===== config.mk =====
export PLATFORM = sky130hd
export DESIGN_NAME = bdfe_top
export DESIGN_NICKNAME = d
export VERILOG_FILES = /design/src/rtl/bdfe_pkg.sv /design/src/rtl/bdfe_filter.sv /design/src/rtl/bdfe_top.sv
export VERILOG_INCLUDE_DIRS = /design/src /design/src/rtl
export SDC_FILE = /design/constraint.sdc
export NUM_CORES = 1
export LEC_CHECK = 0
export BUFFER_PORTS_ARGS = -buffer_cell sky130_fd_sc_hd__buf_2
export CORE_MARGIN = 2
export CORE_UTILIZATION = 35
export CTS_BUF_LIST = sky130_fd_sc_hd__clkbuf_4 sky130_fd_sc_hd__clkbuf_8
export CTS_CLUSTER_DIAMETER = 150
export DETAILED_ROUTE_END_ITERATION = 6
export SLEW_MARGIN = 20
export SYNTH_ARGS = -nofsm -noshare
export SYNTH_HDL_FRONTEND = slang
export SYNTH_HIERARCHICAL = 1
export SYNTH_SLANG_ARGS = --single-unit

===== constraint.sdc =====
create_clock -name clk -period 5.6 [get_ports clk]
set_input_delay 0.56 -clock clk [delete_from_list [all_inputs] [get_ports clk]]
set_output_delay 0.56 -clock clk [all_outputs]
set_load 0.005 [all_outputs]

===== src/rtl/bdfe_defines.svh =====
// timing counts, field positions and reset values of the bus-driver flag and error logic
`ifndef BDFE_DEFINES_SVH
`define BDFE_DEFINES_SVH

`define BDFE_CLK_PERIOD_NS 10
`define BDFE_CNT_W 18

// longest transmit-active time, in microseconds (1.5 ms)
`define BDFE_TX_ACTIVE_MAX_US 1500
`define BDFE_TX_ACTIVE_MAX_CYC ((`BDFE_TX_ACTIVE_MAX_US * 1000) / `BDFE_CLK_PERIOD_NS)
// filter and hold times, in microseconds
`define BDFE_CORE_UV_DETECT_US 10
`define BDFE_CORE_UV_DETECT_CYC ((`BDFE_CORE_UV_DETECT_US * 1000) / `BDFE_CLK_PERIOD_NS)
`define BDFE_CORE_UV_RECOVERY_US 20
`define BDFE_CORE_UV_RECOVERY_CYC ((`BDFE_CORE_UV_RECOVERY_US * 1000) / `BDFE_CLK_PERIOD_NS)
`define BDFE_IO_UV_DETECT_US 10
`define BDFE_IO_UV_DETECT_CYC ((`BDFE_IO_UV_DETECT_US * 1000) / `BDFE_CLK_PERIOD_NS)
`define BDFE_IO_UV_RECOVERY_US 20
`define BDFE_IO_UV_RECOVERY_CYC ((`BDFE_IO_UV_RECOVERY_US * 1000) / `BDFE_CLK_PERIOD_NS)
`define BDFE_MODE_SELECT_US 20
`define BDFE_MODE_SELECT_CYC ((`BDFE_MODE_SELECT_US * 1000) / `BDFE_CLK_PERIOD_NS)
`define BDFE_MIN_FAULT_IND_US 50
`define BDFE_MIN_FAULT_IND_CYC ((`BDFE_MIN_FAULT_IND_US * 1000) / `BDFE_CLK_PERIOD_NS)
// delay from a transmit-data edge to the bus sample, in nanoseconds
`define BDFE_BUS_SAMPLE_NS 40
`define BDFE_BUS_SAMPLE_CYC ((`BDFE_BUS_SAMPLE_NS + `BDFE_CLK_PERIOD_NS - 1) / `BDFE_CLK_PERIOD_NS)

// serial frame length in clock falling edges
`define BDFE_SPI_FRAME_EDGES 6'h10

// positions in the synchronised input vector
`define BDFE_IN_W 11
`define BDFE_IN_TXD 0
`define BDFE_IN_TEN_N 1
`define BDFE_IN_GUARD 2
`define BDFE_IN_STBY_N 3
`define BDFE_IN_CS_N 4
`define BDFE_IN_SCK 5
`define BDFE_IN_BUS_RX 6
`define BDFE_IN_WAKE 7
`define BDFE_IN_OTEMP 8
`define BDFE_IN_CORE_UV 9
`define BDFE_IN_IO_UV 10
// pulled-up inputs and the recessive bus read high at reset
`define BDFE_IN_RST 11'h072

// positions of the latched status bits s4 to s10
`define BDFE_ST_W 7
`define BDFE_ST_PWR_ON 0
`define BDFE_ST_BUS_ERR 1
`define BDFE_ST_THERMAL 2
`define BDFE_ST_TIMEOUT 3
`define BDFE_ST_CORE_UV 4
`define BDFE_ST_IO_UV 5
`define BDFE_ST_SPI_ERR 6

`endif


===== src/rtl/bdfe_pkg.sv =====
// types of the bus-driver flag and error logic
package bdfe_pkg;
   // error-signalling mode, one-hot
   typedef enum logic [1:0] {
      BDFE_ESIG_LATCHED = 2'h1,
      BDFE_ESIG_TRACK = 2'h2
   } bdfe_esig_type;
endpackage


===== src/rtl/bdfe_filter.sv =====
// level filter: flag follows a level after it has held for a set or clear time; clear_now drops it at once
`timescale 1ns/100ps
module bdfe_filter #(
   parameter int unsigned SET_CYC = 1,
   parameter int unsigned CLR_CYC = 1,
   parameter int unsigned CNT_W = 18
) (
   input wire logic clk,
   input wire logic rstn,
   input wire logic level,
   input wire logic clear_now,
   output logic flag
);
   logic [CNT_W-1:0] cnt;

   // count while level and flag disagree; an early clear overrides the filter
   always_ff @(posedge clk or negedge rstn) begin
      if (!rstn) begin
         cnt <= '0;
         flag <= 1'b0;
      end else if (clear_now) begin
         cnt <= '0;
         flag <= 1'b0;
      end else if (level == flag) begin
         cnt <= '0;
      end else if (!flag && cnt == CNT_W'(SET_CYC - 1)) begin
         cnt <= '0;
         flag <= 1'b1;
      end else if (flag && cnt == CNT_W'(CLR_CYC - 1)) begin
         cnt <= '0;
         flag <= 1'b0;
      end else begin
         cnt <= cnt + 1'b1;
      end
   end
endmodule // bdfe_filter


===== src/rtl/bdfe_top.sv =====
// internal flags, transmitter-ready, common error flag and fault pin of the bus driver
`timescale 1ns/100ps
`include "bdfe_defines.svh"
module bdfe_top
   import bdfe_pkg::*;
#(
   parameter int unsigned TX_ACTIVE_MAX_CYC = `BDFE_TX_ACTIVE_MAX_CYC,
   parameter int unsigned CORE_UV_DETECT_CYC = `BDFE_CORE_UV_DETECT_CYC,
   parameter int unsigned CORE_UV_RECOVERY_CYC = `BDFE_CORE_UV_RECOVERY_CYC,
   parameter int unsigned IO_UV_DETECT_CYC = `BDFE_IO_UV_DETECT_CYC,
   parameter int unsigned IO_UV_RECOVERY_CYC = `BDFE_IO_UV_RECOVERY_CYC,
   parameter int unsigned MODE_SELECT_CYC = `BDFE_MODE_SELECT_CYC,
   parameter int unsigned MIN_FAULT_IND_CYC = `BDFE_MIN_FAULT_IND_CYC,
   parameter int unsigned BUS_SAMPLE_CYC = `BDFE_BUS_SAMPLE_CYC
) (
   input wire logic clk,
   input wire logic rstn,
   input wire logic tx_data_in,
   input wire logic transmit_enable_n,
   input wire logic guardian_enable,
   input wire logic standby_n,
   input wire logic spi_cs_n,
   input wire logic spi_sck,
   input wire logic bus_rx_level,
   input wire logic bus_wakeup,
   input wire logic over_temp,
   input wire logic core_below_uv,
   input wire logic io_below_uv,
   output logic receive_data_out,
   output logic fault_indicator_n,
   output logic tx_drive_enable,
   output logic tx_ready,
   output logic normal_mode,
   output logic wake_flag,
   output logic power_on_flag,
   output logic bus_err_flag,
   output logic thermal_flag,
   output logic timeout_flag,
   output logic core_uv_flag,
   output logic io_uv_flag,
   output logic spi_err_flag,
   output logic error_flag,
   output logic [`BDFE_ST_W-1:0] status_bits,
   output logic track_mode,
   output logic cs_pull_down
);
   localparam int unsigned CW = `BDFE_CNT_W;
   logic [`BDFE_IN_W-1:0] in_raw;
   logic [`BDFE_IN_W-1:0] in_meta;
   logic [`BDFE_IN_W-1:0] in_s;
   logic [`BDFE_IN_W-1:0] in_d;
   logic next_normal;
   logic normal_entry;
   logic tx_on;
   logic mode_req;
   logic cs_fall;
   logic cs_rise;
   logic sck_fall;
   logic frame_bad;
   logic readout_ok;
   logic any_err;
   logic ind_req;
   logic next_wake_rise;
   logic [5:0] edge_cnt;
   logic [3:0] samp_cnt;
   logic [CW-1:0] tx_active_cnt;
   logic [CW-1:0] hold_cnt;
   logic [`BDFE_ST_W-1:0] flag_vec;
   bdfe_esig_type esig;

   // two-stage synchroniser for every pin and comparator output; in_s is read, and its delayed copy in_d for edge detection
   assign in_raw = {io_below_uv, core_below_uv, over_temp, bus_wakeup, bus_rx_level, spi_sck, spi_cs_n,
                    standby_n, guardian_enable, transmit_enable_n, tx_data_in};
   always_ff @(posedge clk or negedge rstn) begin
      if (!rstn) begin
         in_meta <= `BDFE_IN_RST;
         in_s <= `BDFE_IN_RST;
         in_d <= `BDFE_IN_RST;
      end else begin
         in_meta <= in_raw;
         in_s <= in_meta;
         in_d <= in_s;
      end
   end

   // supply filters; the I/O one is also cut short by a new wakeup
   bdfe_filter #(.SET_CYC(CORE_UV_DETECT_CYC), .CLR_CYC(CORE_UV_RECOVERY_CYC), .CNT_W(CW)) u_core_uv (
      .clk(clk),
      .rstn(rstn),
      .level(in_s[`BDFE_IN_CORE_UV]),
      .clear_now(1'b0),
      .flag(core_uv_flag)
   );
   bdfe_filter #(.SET_CYC(IO_UV_DETECT_CYC), .CLR_CYC(IO_UV_RECOVERY_CYC), .CNT_W(CW)) u_io_uv (
      .clk(clk),
      .rstn(rstn),
      .level(in_s[`BDFE_IN_IO_UV]),
      .clear_now(next_wake_rise),
      .flag(io_uv_flag)
   );

   // mode selection request: chip select low, clock high, I/O supply good
   assign mode_req = !in_s[`BDFE_IN_CS_N] && in_s[`BDFE_IN_SCK] && !io_uv_flag;
   logic mode_held;
   bdfe_filter #(.SET_CYC(MODE_SELECT_CYC), .CLR_CYC(1), .CNT_W(CW)) u_mode_sel (
      .clk(clk),
      .rstn(rstn),
      .level(mode_req),
      .clear_now(1'b0),
      .flag(mode_held)
   );

   // error-signalling mode; track mode is kept until the next power-up
   always_ff @(posedge clk or negedge rstn) begin
      if (!rstn) begin
         esig <= BDFE_ESIG_LATCHED;
      end else begin
         case (esig)
            BDFE_ESIG_LATCHED: begin
               if (mode_held) begin
                  esig <= BDFE_ESIG_TRACK;
               end
            end
            BDFE_ESIG_TRACK: esig <= BDFE_ESIG_TRACK;
            default: esig <= BDFE_ESIG_LATCHED;
         endcase
      end
   end
   assign track_mode = (esig == BDFE_ESIG_TRACK);
   assign cs_pull_down = track_mode;

   // operating mode: undervoltage on either supply forces standby
   assign next_normal = in_s[`BDFE_IN_STBY_N] && !core_uv_flag && !io_uv_flag;
   assign normal_entry = next_normal && !normal_mode;
   always_ff @(posedge clk or negedge rstn) begin
      if (!rstn) begin
         normal_mode <= 1'b0;
      end else begin
         normal_mode <= next_normal;
      end
   end

   // remote wakeup flag; a wakeup on the very edge of normal entry wins over the clear
   assign next_wake_rise = !wake_flag && !normal_mode && in_s[`BDFE_IN_WAKE] && !core_uv_flag;
   always_ff @(posedge clk or negedge rstn) begin
      if (!rstn) begin
         wake_flag <= 1'b0;
      end else if (next_wake_rise) begin
         wake_flag <= 1'b1;
      end else if (normal_entry) begin
         wake_flag <= 1'b0;
      end
   end

   // power-on flag: reset stands for power-up of the control logic
   always_ff @(posedge clk or negedge rstn) begin
      if (!rstn) begin
         power_on_flag <= 1'b1;
      end else if (normal_entry) begin
         power_on_flag <= 1'b0;
      end
   end

   // thermal shutdown
   always_ff @(posedge clk or negedge rstn) begin
      if (!rstn) begin
         thermal_flag <= 1'b0;
      end else if (!next_normal) begin
         thermal_flag <= 1'b0;
      end else if (in_s[`BDFE_IN_OTEMP]) begin
         thermal_flag <= 1'b1;
      end else if (in_s[`BDFE_IN_TEN_N]) begin
         thermal_flag <= 1'b0;
      end
   end

   // transmit-active watchdog; counts only while enable is low in normal mode
   always_ff @(posedge clk or negedge rstn) begin
      if (!rstn) begin
         tx_active_cnt <= '0;
         timeout_flag <= 1'b0;
      end else if (!next_normal || in_s[`BDFE_IN_TEN_N]) begin
         tx_active_cnt <= '0;
         timeout_flag <= 1'b0;
      end else if (tx_active_cnt == CW'(TX_ACTIVE_MAX_CYC - 1)) begin
         timeout_flag <= 1'b1;
      end else begin
         tx_active_cnt <= tx_active_cnt + 1'b1;
      end
   end

   // transmitter ready; the bus error flag is deliberately absent here
   always_ff @(posedge clk or negedge rstn) begin
      if (!rstn) begin
         tx_ready <= 1'b0;
      end else begin
         tx_ready <= next_normal && !timeout_flag && in_s[`BDFE_IN_GUARD] && !thermal_flag;
      end
   end
   // timeout and thermal block at once, without waiting a cycle for the ready register
   assign tx_on = tx_ready && !timeout_flag && !thermal_flag && !in_s[`BDFE_IN_TEN_N];
   assign tx_drive_enable = tx_on;

   // bus error: sample the bus a loop delay after each transmit-data edge
   always_ff @(posedge clk or negedge rstn) begin
      if (!rstn) begin
         samp_cnt <= 4'h0;
      end else if (in_s[`BDFE_IN_TXD] != in_d[`BDFE_IN_TXD]) begin
         samp_cnt <= 4'(BUS_SAMPLE_CYC);
      end else if (samp_cnt != 4'h0) begin
         samp_cnt <= samp_cnt - 1'b1;
      end
   end
   always_ff @(posedge clk or negedge rstn) begin
      if (!rstn) begin
         bus_err_flag <= 1'b0;
      end else if (!next_normal || in_s[`BDFE_IN_TEN_N]) begin
         bus_err_flag <= 1'b0;
      end else if (samp_cnt == 4'h1 && tx_on) begin
         bus_err_flag <= (in_s[`BDFE_IN_BUS_RX] != in_s[`BDFE_IN_TXD]);
      end
   end

   // serial frame checking, only in latched mode with the I/O supply good
   assign cs_fall = !in_s[`BDFE_IN_CS_N] && in_d[`BDFE_IN_CS_N];
   assign cs_rise = in_s[`BDFE_IN_CS_N] && !in_d[`BDFE_IN_CS_N];
   assign sck_fall = !in_s[`BDFE_IN_SCK] && in_d[`BDFE_IN_SCK] && !in_s[`BDFE_IN_CS_N];
   logic frame_viol;
   always_ff @(posedge clk or negedge rstn) begin
      if (!rstn) begin
         edge_cnt <= 6'h00;
         frame_viol <= 1'b0;
      end else if (cs_fall) begin
         edge_cnt <= 6'h00;
         frame_viol <= in_s[`BDFE_IN_SCK];
      end else if (sck_fall && edge_cnt != 6'h3f) begin
         edge_cnt <= edge_cnt + 1'b1;
      end
   end
   assign frame_bad = frame_viol || in_s[`BDFE_IN_SCK] || edge_cnt != `BDFE_SPI_FRAME_EDGES;
   assign readout_ok = cs_rise && !track_mode && !io_uv_flag && !frame_bad;
   always_ff @(posedge clk or negedge rstn) begin
      if (!rstn) begin
         spi_err_flag <= 1'b0;
      end else if (!track_mode && !io_uv_flag && ((cs_rise && frame_bad) || (cs_fall && in_s[`BDFE_IN_SCK]))) begin
         spi_err_flag <= 1'b1;
      end else if (cs_fall || mode_held) begin
         spi_err_flag <= 1'b0;
      end
   end

   // latched status bits: a set flag wins over the read-out reset
   assign flag_vec = {spi_err_flag, io_uv_flag, core_uv_flag, timeout_flag, thermal_flag, bus_err_flag,
                      power_on_flag};
   always_ff @(posedge clk or negedge rstn) begin
      if (!rstn) begin
         status_bits <= '0;
      end else begin
         status_bits <= flag_vec | (readout_ok ? '0 : status_bits);
      end
   end

   // common error flag
   assign any_err = |flag_vec[`BDFE_ST_SPI_ERR:`BDFE_ST_BUS_ERR];
   always_ff @(posedge clk or negedge rstn) begin
      if (!rstn) begin
         error_flag <= 1'b0;
      end else if (any_err) begin
         error_flag <= 1'b1;
      end else if (track_mode) begin
         error_flag <= 1'b0;
      end else begin
         error_flag <= |status_bits[`BDFE_ST_SPI_ERR:`BDFE_ST_BUS_ERR];
      end
   end

   // fault pin; in track mode a short indication is stretched to the minimum time
   assign ind_req = in_s[`BDFE_IN_STBY_N] ? error_flag : wake_flag;
   always_ff @(posedge clk or negedge rstn) begin
      if (!rstn) begin
         hold_cnt <= '0;
      end else if (ind_req) begin
         hold_cnt <= CW'(MIN_FAULT_IND_CYC);
      end else if (hold_cnt != '0) begin
         hold_cnt <= hold_cnt - 1'b1;
      end
   end
   always_ff @(posedge clk or negedge rstn) begin
      if (!rstn) begin
         fault_indicator_n <= 1'b1;
      end else begin
         fault_indicator_n <= !(ind_req || (track_mode && hold_cnt > CW'(1)));
      end
   end

   // receive data: bus level in normal mode, wake indication otherwise
   always_ff @(posedge clk or negedge rstn) begin
      if (!rstn) begin
         receive_data_out <= 1'b1;
      end else if (wake_flag && !in_s[`BDFE_IN_STBY_N]) begin
         receive_data_out <= 1'b0;
      end else begin
         receive_data_out <= normal_mode ? in_s[`BDFE_IN_BUS_RX] : 1'b1;
      end
   end

   a_wake_cleared: assert property (@(posedge clk) disable iff (!rstn)
      ($rose(normal_mode) && !$past(next_wake_rise)) |-> !wake_flag)
      else $error("wake flag survived normal entry");
   a_rxd_wake_low: assert property (@(posedge clk) disable iff (!rstn)
      (wake_flag && !in_s[`BDFE_IN_STBY_N]) |=> !receive_data_out && !fault_indicator_n)
      else $error("wake not shown on receive data and fault pin");
   a_ready_needs_normal: assert property (@(posedge clk) disable iff (!rstn)
      tx_ready |-> $past(next_normal) && !$past(thermal_flag) && !$past(timeout_flag))
      else $error("transmitter ready outside its terms");
   a_flags_leave_normal: assert property (@(posedge clk) disable iff (!rstn)
      !normal_mode |-> !thermal_flag && !timeout_flag && !bus_err_flag)
      else $error("normal-only flag kept outside normal");
   a_timeout_moment: assert property (@(posedge clk) disable iff (!rstn)
      $rose(timeout_flag) |-> $past(tx_active_cnt) == CW'(TX_ACTIVE_MAX_CYC - 1) && !tx_drive_enable)
      else $error("timeout set at the wrong count");
   a_error_follows: assert property (@(posedge clk) disable iff (!rstn) any_err |=> error_flag)
      else $error("error flag missed a contributing flag");
   a_track_error_clear: assert property (@(posedge clk) disable iff (!rstn)
      (track_mode && !any_err)[*2] |-> !error_flag)
      else $error("track mode error flag not cleared");
   a_track_hold: assert property (@(posedge clk) disable iff (!rstn)
      (track_mode && $rose(fault_indicator_n)) |-> $past(hold_cnt) <= CW'(1) && !$past(ind_req))
      else $error("fault indication released early");
   a_frame_error: assert property (@(posedge clk) disable iff (!rstn)
      (cs_rise && frame_bad && !track_mode && !io_uv_flag) |=> spi_err_flag ##1 status_bits[`BDFE_ST_SPI_ERR])
      else $error("bad frame not flagged");
   a_track_sticky: assert property (@(posedge clk) disable iff (!rstn)
      track_mode |=> track_mode && cs_pull_down)
      else $error("track mode lost");
endmodule // bdfe_top


Yosys cells after proc, flatten, opt, wreduce, memory -nomap -nowiden --
Cells that the tools add are included. Widths: inputs -> output; s select.
Cells by class: $add $sub $neg 7, $lt $le $gt $ge 1, equal/unequal tests 20, mux-type cells 45, bitwise logic cells 3, reductions and logical operators 75
Operators by type and width (count):
- $mux 18 | 14
- $add 18x1->18 const B | 4
- $eq 18x11->1 const B | 3
- $eq 18x10->1 const B | 2
- $logic_and 1x1->1 | 35
- $mux 1 | 24
- $eq 18x18->1 const B | 1
- $gt 18x1->1 const B | 1
- $logic_not 18->1 | 1
- $reduce_bool 18->1 | 1
- $reduce_bool 2->1 | 9
- $sub 18x1->18 const B | 1
- $logic_not 1->1 | 16
- $mux 6 | 2
- $reduce_or 6->1 | 2
- $mux 4 | 2
- $mux 7 | 1
- $or 7x7->7 | 1
- $add 6x1->6 const B | 1
- $logic_or 1x1->1 | 6
- $ne 6x5->1 const B | 1
- $ne 6x6->1 const B | 1
- $reduce_and 2->1 | 3
- $eq 4x1->1 const B | 1
- 13 further kinds | 18
Word-level totals: register bits after elaboration 152, input port bits 13, output and inout port bits 23, logic and storage cells 178

Longest topological paths before layout --
word-level depth 7, gate-level depth with buffers 7, depth with buffers taken out 6

Hierarchy --
The synthesis kept the hierarchy.
By module, submodules not included:
- bdfe_top | times used 1, cells an instance 379, area an instance 4113.9 µm², sequential area each 2319.7 µm²
- bdfe_filter (u_core_uv ...) | times used 2, cells an instance 105, area an instance 1023.5 µm², sequential area each 475.5 µm²
- bdfe_filter (u_mode_sel) | times used 1, cells an instance 111, area an instance 1053.5 µm², sequential area each 475.5 µm²

Worst setup path before layout --
Ideal clock, no wire load.
path type register to register, start point register hold_cnt[0], end point register hold_cnt[7], setup time 142 ps, arrival time 1745 ps, required time 5458 ps, slack 3713 ps, stages on the path, launching flop included 7, buffers on the path 0, period minus slack after synthesis 1887 ps, path through dfrtp_1 > inv_1 > ha_1 > or3b_2 > nor3_2 > a2111oi_0 > mux2i_1
On the way: word-level cells in the longest chain between the ends 3, elaborated cells between the ends (all ways) 5, classes of those cells add/sub (1); mux (2); reduce/logical (2)
RTL lines:
- from (decl) | line bdfe_top.sv:67 | logic [CW-1:0] hold_cnt;
- from (signal assigned) | line bdfe_top.sv:283 | hold_cnt <= CW'(MIN_FAULT_IND_CYC);
- from (signal assigned) | line bdfe_top.sv:285 | hold_cnt <= hold_cnt - 1'b1;
- $sub 18x1->18 | line bdfe_top.sv:285
- $mux 18 | line bdfe_top.sv:284 | end else if (hold_cnt != '0) begin
- $mux 18 | line bdfe_top.sv:282 | end else if (ind_req) begin
Parallel ways exist; a longest one is shown, timed or not. The select of a mux whose other input is x is not followed. A chain may end at the register's enable or synchronous reset.

Final worst setup path --
start point register timeout_flag, end point output tx_drive_enable
On the way: word-level cells in the longest chain between the ends 4
RTL lines:
- from (decl) | line bdfe_top.sv:38 | output logic timeout_flag,
- from (signal assigned) | line bdfe_top.sv:181 | timeout_flag <= 1'b0;
- from (signal assigned) | line bdfe_top.sv:184 | timeout_flag <= 1'b0;
- from (signal assigned) | line bdfe_top.sv:186 | timeout_flag <= 1'b1;
- $logic_not 1->1 | line bdfe_top.sv:201 | assign tx_on = tx_ready && !timeout_flag && !thermal_flag && !in_s[`BDFE_IN_TEN_N];
- $logic_and 1x1->1 (3 in series) | line bdfe_top.sv:201
- to (decl) | line bdfe_top.sv:31 | output logic tx_drive_enable,
Every way passes these cells.

==> impl_metrics.env <==
export IMPL_status="finished, final reports clean"
export IMPL_synthArstFlopShare=1.00
export IMPL_fp_dieArea_mm2=0.0218
export IMPL_fin_setup_tns_ns=0
export IMPL_cts_resized_gates=0
export IMPL_swShare=0.262
export IMPL_whs_ns=0.192
export IMPL_power_internal_mw=1.68
export IMPL_hold_path_class="primary input to asynchronous set/reset pin"
export IMPL_grt_overflow_total=0
export IMPL_grt_usage=0.143
export IMPL_core_mm2=0.0202
export IMPL_p_seq_frac=0.518
export IMPL_synthCells=700
export IMPL_arrival_ns=1.62
export IMPL_cts_tree="done"
export IMPL_avgSynthCellArea_um2=10.3
export IMPL_holdBufCountCts=0
export IMPL_grt_pass1_wl_mm=25.0
export IMPL_dp_hpwl_mm=10.0
export IMPL_grt_max_degree=96
export IMPL_io_buffers=35
export IMPL_via_per_inst=5.13
export IMPL_cts_path_max_buffers=2
export IMPL_r2r_start="hold_cnt[0]"
export IMPL_crit_type="flop to output pin"
export IMPL_yosys_warnings=6
export IMPL_fin_crit_sh=0.388
export IMPL_yosysUniqueCellTypes=65
export IMPL_period_needed_ns=2.18
export IMPL_drc=0
export IMPL_ys_flop_type="dfrtp_1"
export IMPL_clk_pin_slew_ns=0.09
export IMPL_finalSetupViolCount=0
export IMPL_clk_latency_ns=0.45
export IMPL_final_cell_mix="135 x dfrtp_1, 74 x nor2_1, 37 x nand2_1"
export IMPL_p_leak_nw=3.30
export IMPL_cts_setup_buffers=0
export IMPL_cpPeakStageDelay_ns=0.49
export IMPL_rsz0062_at_grt="no"
export IMPL_antenna_cells=0
export IMPL_ant_nets=0
export IMPL_cts_sinks=149
export IMPL_netlist_area_mm2=0.00721
export IMPL_wl_per_cell_um=14.8
export IMPL_finalHoldViolations=0
export IMPL_drive_above_1_share=0.145
export IMPL_cp_num_buf_inv=1
export IMPL_relSlewSlack=0.409
export IMPL_max_vdd_ir_drop_mv=0.120
export IMPL_r2r_cells=6
export IMPL_numCtsBuffers=17
export IMPL_io_pins=36
export IMPL_fin_cells=1017
export IMPL_max_freq_ghz=0.460
export IMPL_htreeDepth=4
export IMPL_critPathMaxFanout=6
export IMPL_dpl_cell_count=985
export IMPL_slew_violations=0
export IMPL_crit_family="flip-flops"
export IMPL_final_util=0.398
export IMPL_crit_path_top_delay_cell="dfrtp_1"
export IMPL_p_sw_uw=597
export IMPL_start_util=0.357
export IMPL_placed_area_mm2=0.00762
export IMPL_skew_ns=0.0138
export IMPL_synth_edf_count=0
export IMPL_fill_cells=1986
export IMPL_wl_mm=15.0
export IMPL_drt_iter0_markers=317
export IMPL_synth_seq_cells=149
export IMPL_startpoint_type="flop"
export IMPL_p_clk_frac=0.386
export IMPL_final_area_mm2=0.00805
export IMPL_fin_nets=761
export IMPL_gp_congestion=0.783
export IMPL_die_h_um=148
export IMPL_comb_power_share=0.096
export IMPL_rr_endpoint="hold_cnt[9]"
export IMPL_path_cells="nor4b_1 > buf_2"
export IMPL_end_kind="output pin"
export IMPL_syn2layout_area_growth_pct=11.5
export IMPL_r2r_setup_slack_ns=3.45
export IMPL_drv_cap=0
export IMPL_yosysSeqAreaShare=0.519
export IMPL_worst_pin_slew_ns=0.887
export IMPL_rows=52
export IMPL_vias=5222
export IMPL_final_common_cell="dfrtp_1"
export IMPL_drtPass1Iterations=5
export IMPL_antenna_found_initial=0
export IMPL_powerDensity_mw_per_mm2=283
export IMPL_cp_data_required_time_ns=5.04
export IMPL_grt_pass1_vias=4879
export IMPL_root_buffer="clkbuf_8"
export IMPL_die_width_um=148
[routing by layer]
layer | vias up | GRT usage | wire length, µm
met5 | - | 0 | 0
met4 | 0 | 0.0385 | 146
met3 | 15 | 0.0377 | 558
met2 | 83 | 0.209 | 6560
met1 | 2541 | 0.211 | 7760
li1 | 2583 | - | -
[cells by family (layout without fill, tap and decap cells)]
kind of cell | Yosys count | count (layout) | synth area share
and+or+nand+nor | 299 | 299 | 0.233
DFF | 149 | 149 | 0.519
AOI/OAI and AO/OA | 117 | 117 | 0.106
xor gates and xnor gates | 57 | 57 | 0.0692
buffers and inverters | 54 | 97 | 0.0349
adders and majority gates | 14 | 14 | 0.0243
muxes | 9 | 9 | 0.0127
other | 1 | 5 | 0.000520
[sequential cells by signal, indices dropped and copies added, names as in the netlist, 2 cells and up]
signal,count
u_io_uv/cnt,18
hold_cnt,18
edge_cnt,6
u_mode_sel/cnt,18
tx_active_cnt,18
in_d,3
in_s,11
esig,2
in_meta,11
samp_cnt,4
u_core_uv/cnt,18
status_bits,7
[worst max-delay path by stage]
| stage | start | endpoint | slack [ns] | cells after the start |
|---|---|---|---|---|
| after floorplan | hold_cnt[0] | hold_cnt[7] | 3.71 | 6 |
| after global placement | hold_cnt[0] | hold_cnt[9] | 3.49 | 6 |
| after detailed placement | hold_cnt[0] | hold_cnt[9] | 3.45 | 6 |
| after CTS | timeout_flag | tx_drive_enable | 3.37 | 2 |
| after global routing | u_io_uv/cnt[0] | u_io_uv/cnt[10] | 3.27 | 5 |
| final | timeout_flag | tx_drive_enable | 3.42 | 2 |
[final cells by class]
cell class              instances  area, µm²  share of cell area
clock buffers                  20        269              0.0334
clock inverters                12        153              0.0190
inverters                      26       97.6              0.0121
multi-input cells             501       3230               0.402
flip-flops and latches        149       3750               0.466
well taps                     270        338              0.0420
repair buffers                 39        211              0.0263
[through the flow]
step | power, mW | setup WS, ns
after floorplan | 1.34 | 3.71
after global placement | 1.42 | 3.49
after detailed placement | 1.42 | 3.45
final | 2.28 | 3.42
after global routing | 2.39 | 3.27
after CTS | 2.32 | 3.37
[worst reg2reg max path, cell delays in order, from the launching register on]
cell and delay [ns]:
dfrtp_1 0.41, inv_1 0.09, ha_1 0.24, or3b_2 0.52
nor3_2 0.39, a2111oi_0 0.22, mux2i_1 0.16
[power groups by stage]
stage | clock (mW) | sequential (mW) | combinational, mW
floorplan | 0 | 1.19 | 0.152
global placement | 0 | 1.20 | 0.218
detailed placement | 0 | 1.20 | 0.221
CTS | 0.913 | 1.18 | 0.222
global route | 0.952 | 1.19 | 0.251
finish | 0.880 | 1.18 | 0.219
[synth_stat cells, drive strengths merged, types with 10 or more instances]
library cell / instances / share of area
nor4b: 13 / 0.018
nor2: 74 / 0.039
xor2: 36 / 0.044
or3: 14 / 0.012
xnor2: 21 / 0.025
or4: 14 / 0.015
a21oi: 34 / 0.024
o21ai: 28 / 0.023
dfrtp: 135 / 0.47
nor4: 14 / 0.013
or2: 10 / 0.0087
inv: 26 / 0.014
nand3: 30 / 0.022
nor3: 19 / 0.014
dfstp: 14 / 0.051
nand2: 38 / 0.020
nand4: 29 / 0.027
buf: 16 / 0.015
ha: 14 / 0.024
clkbuf: 12 / 0.0062
and4: 10 / 0.012
Power figures use the tool's default switching activity.
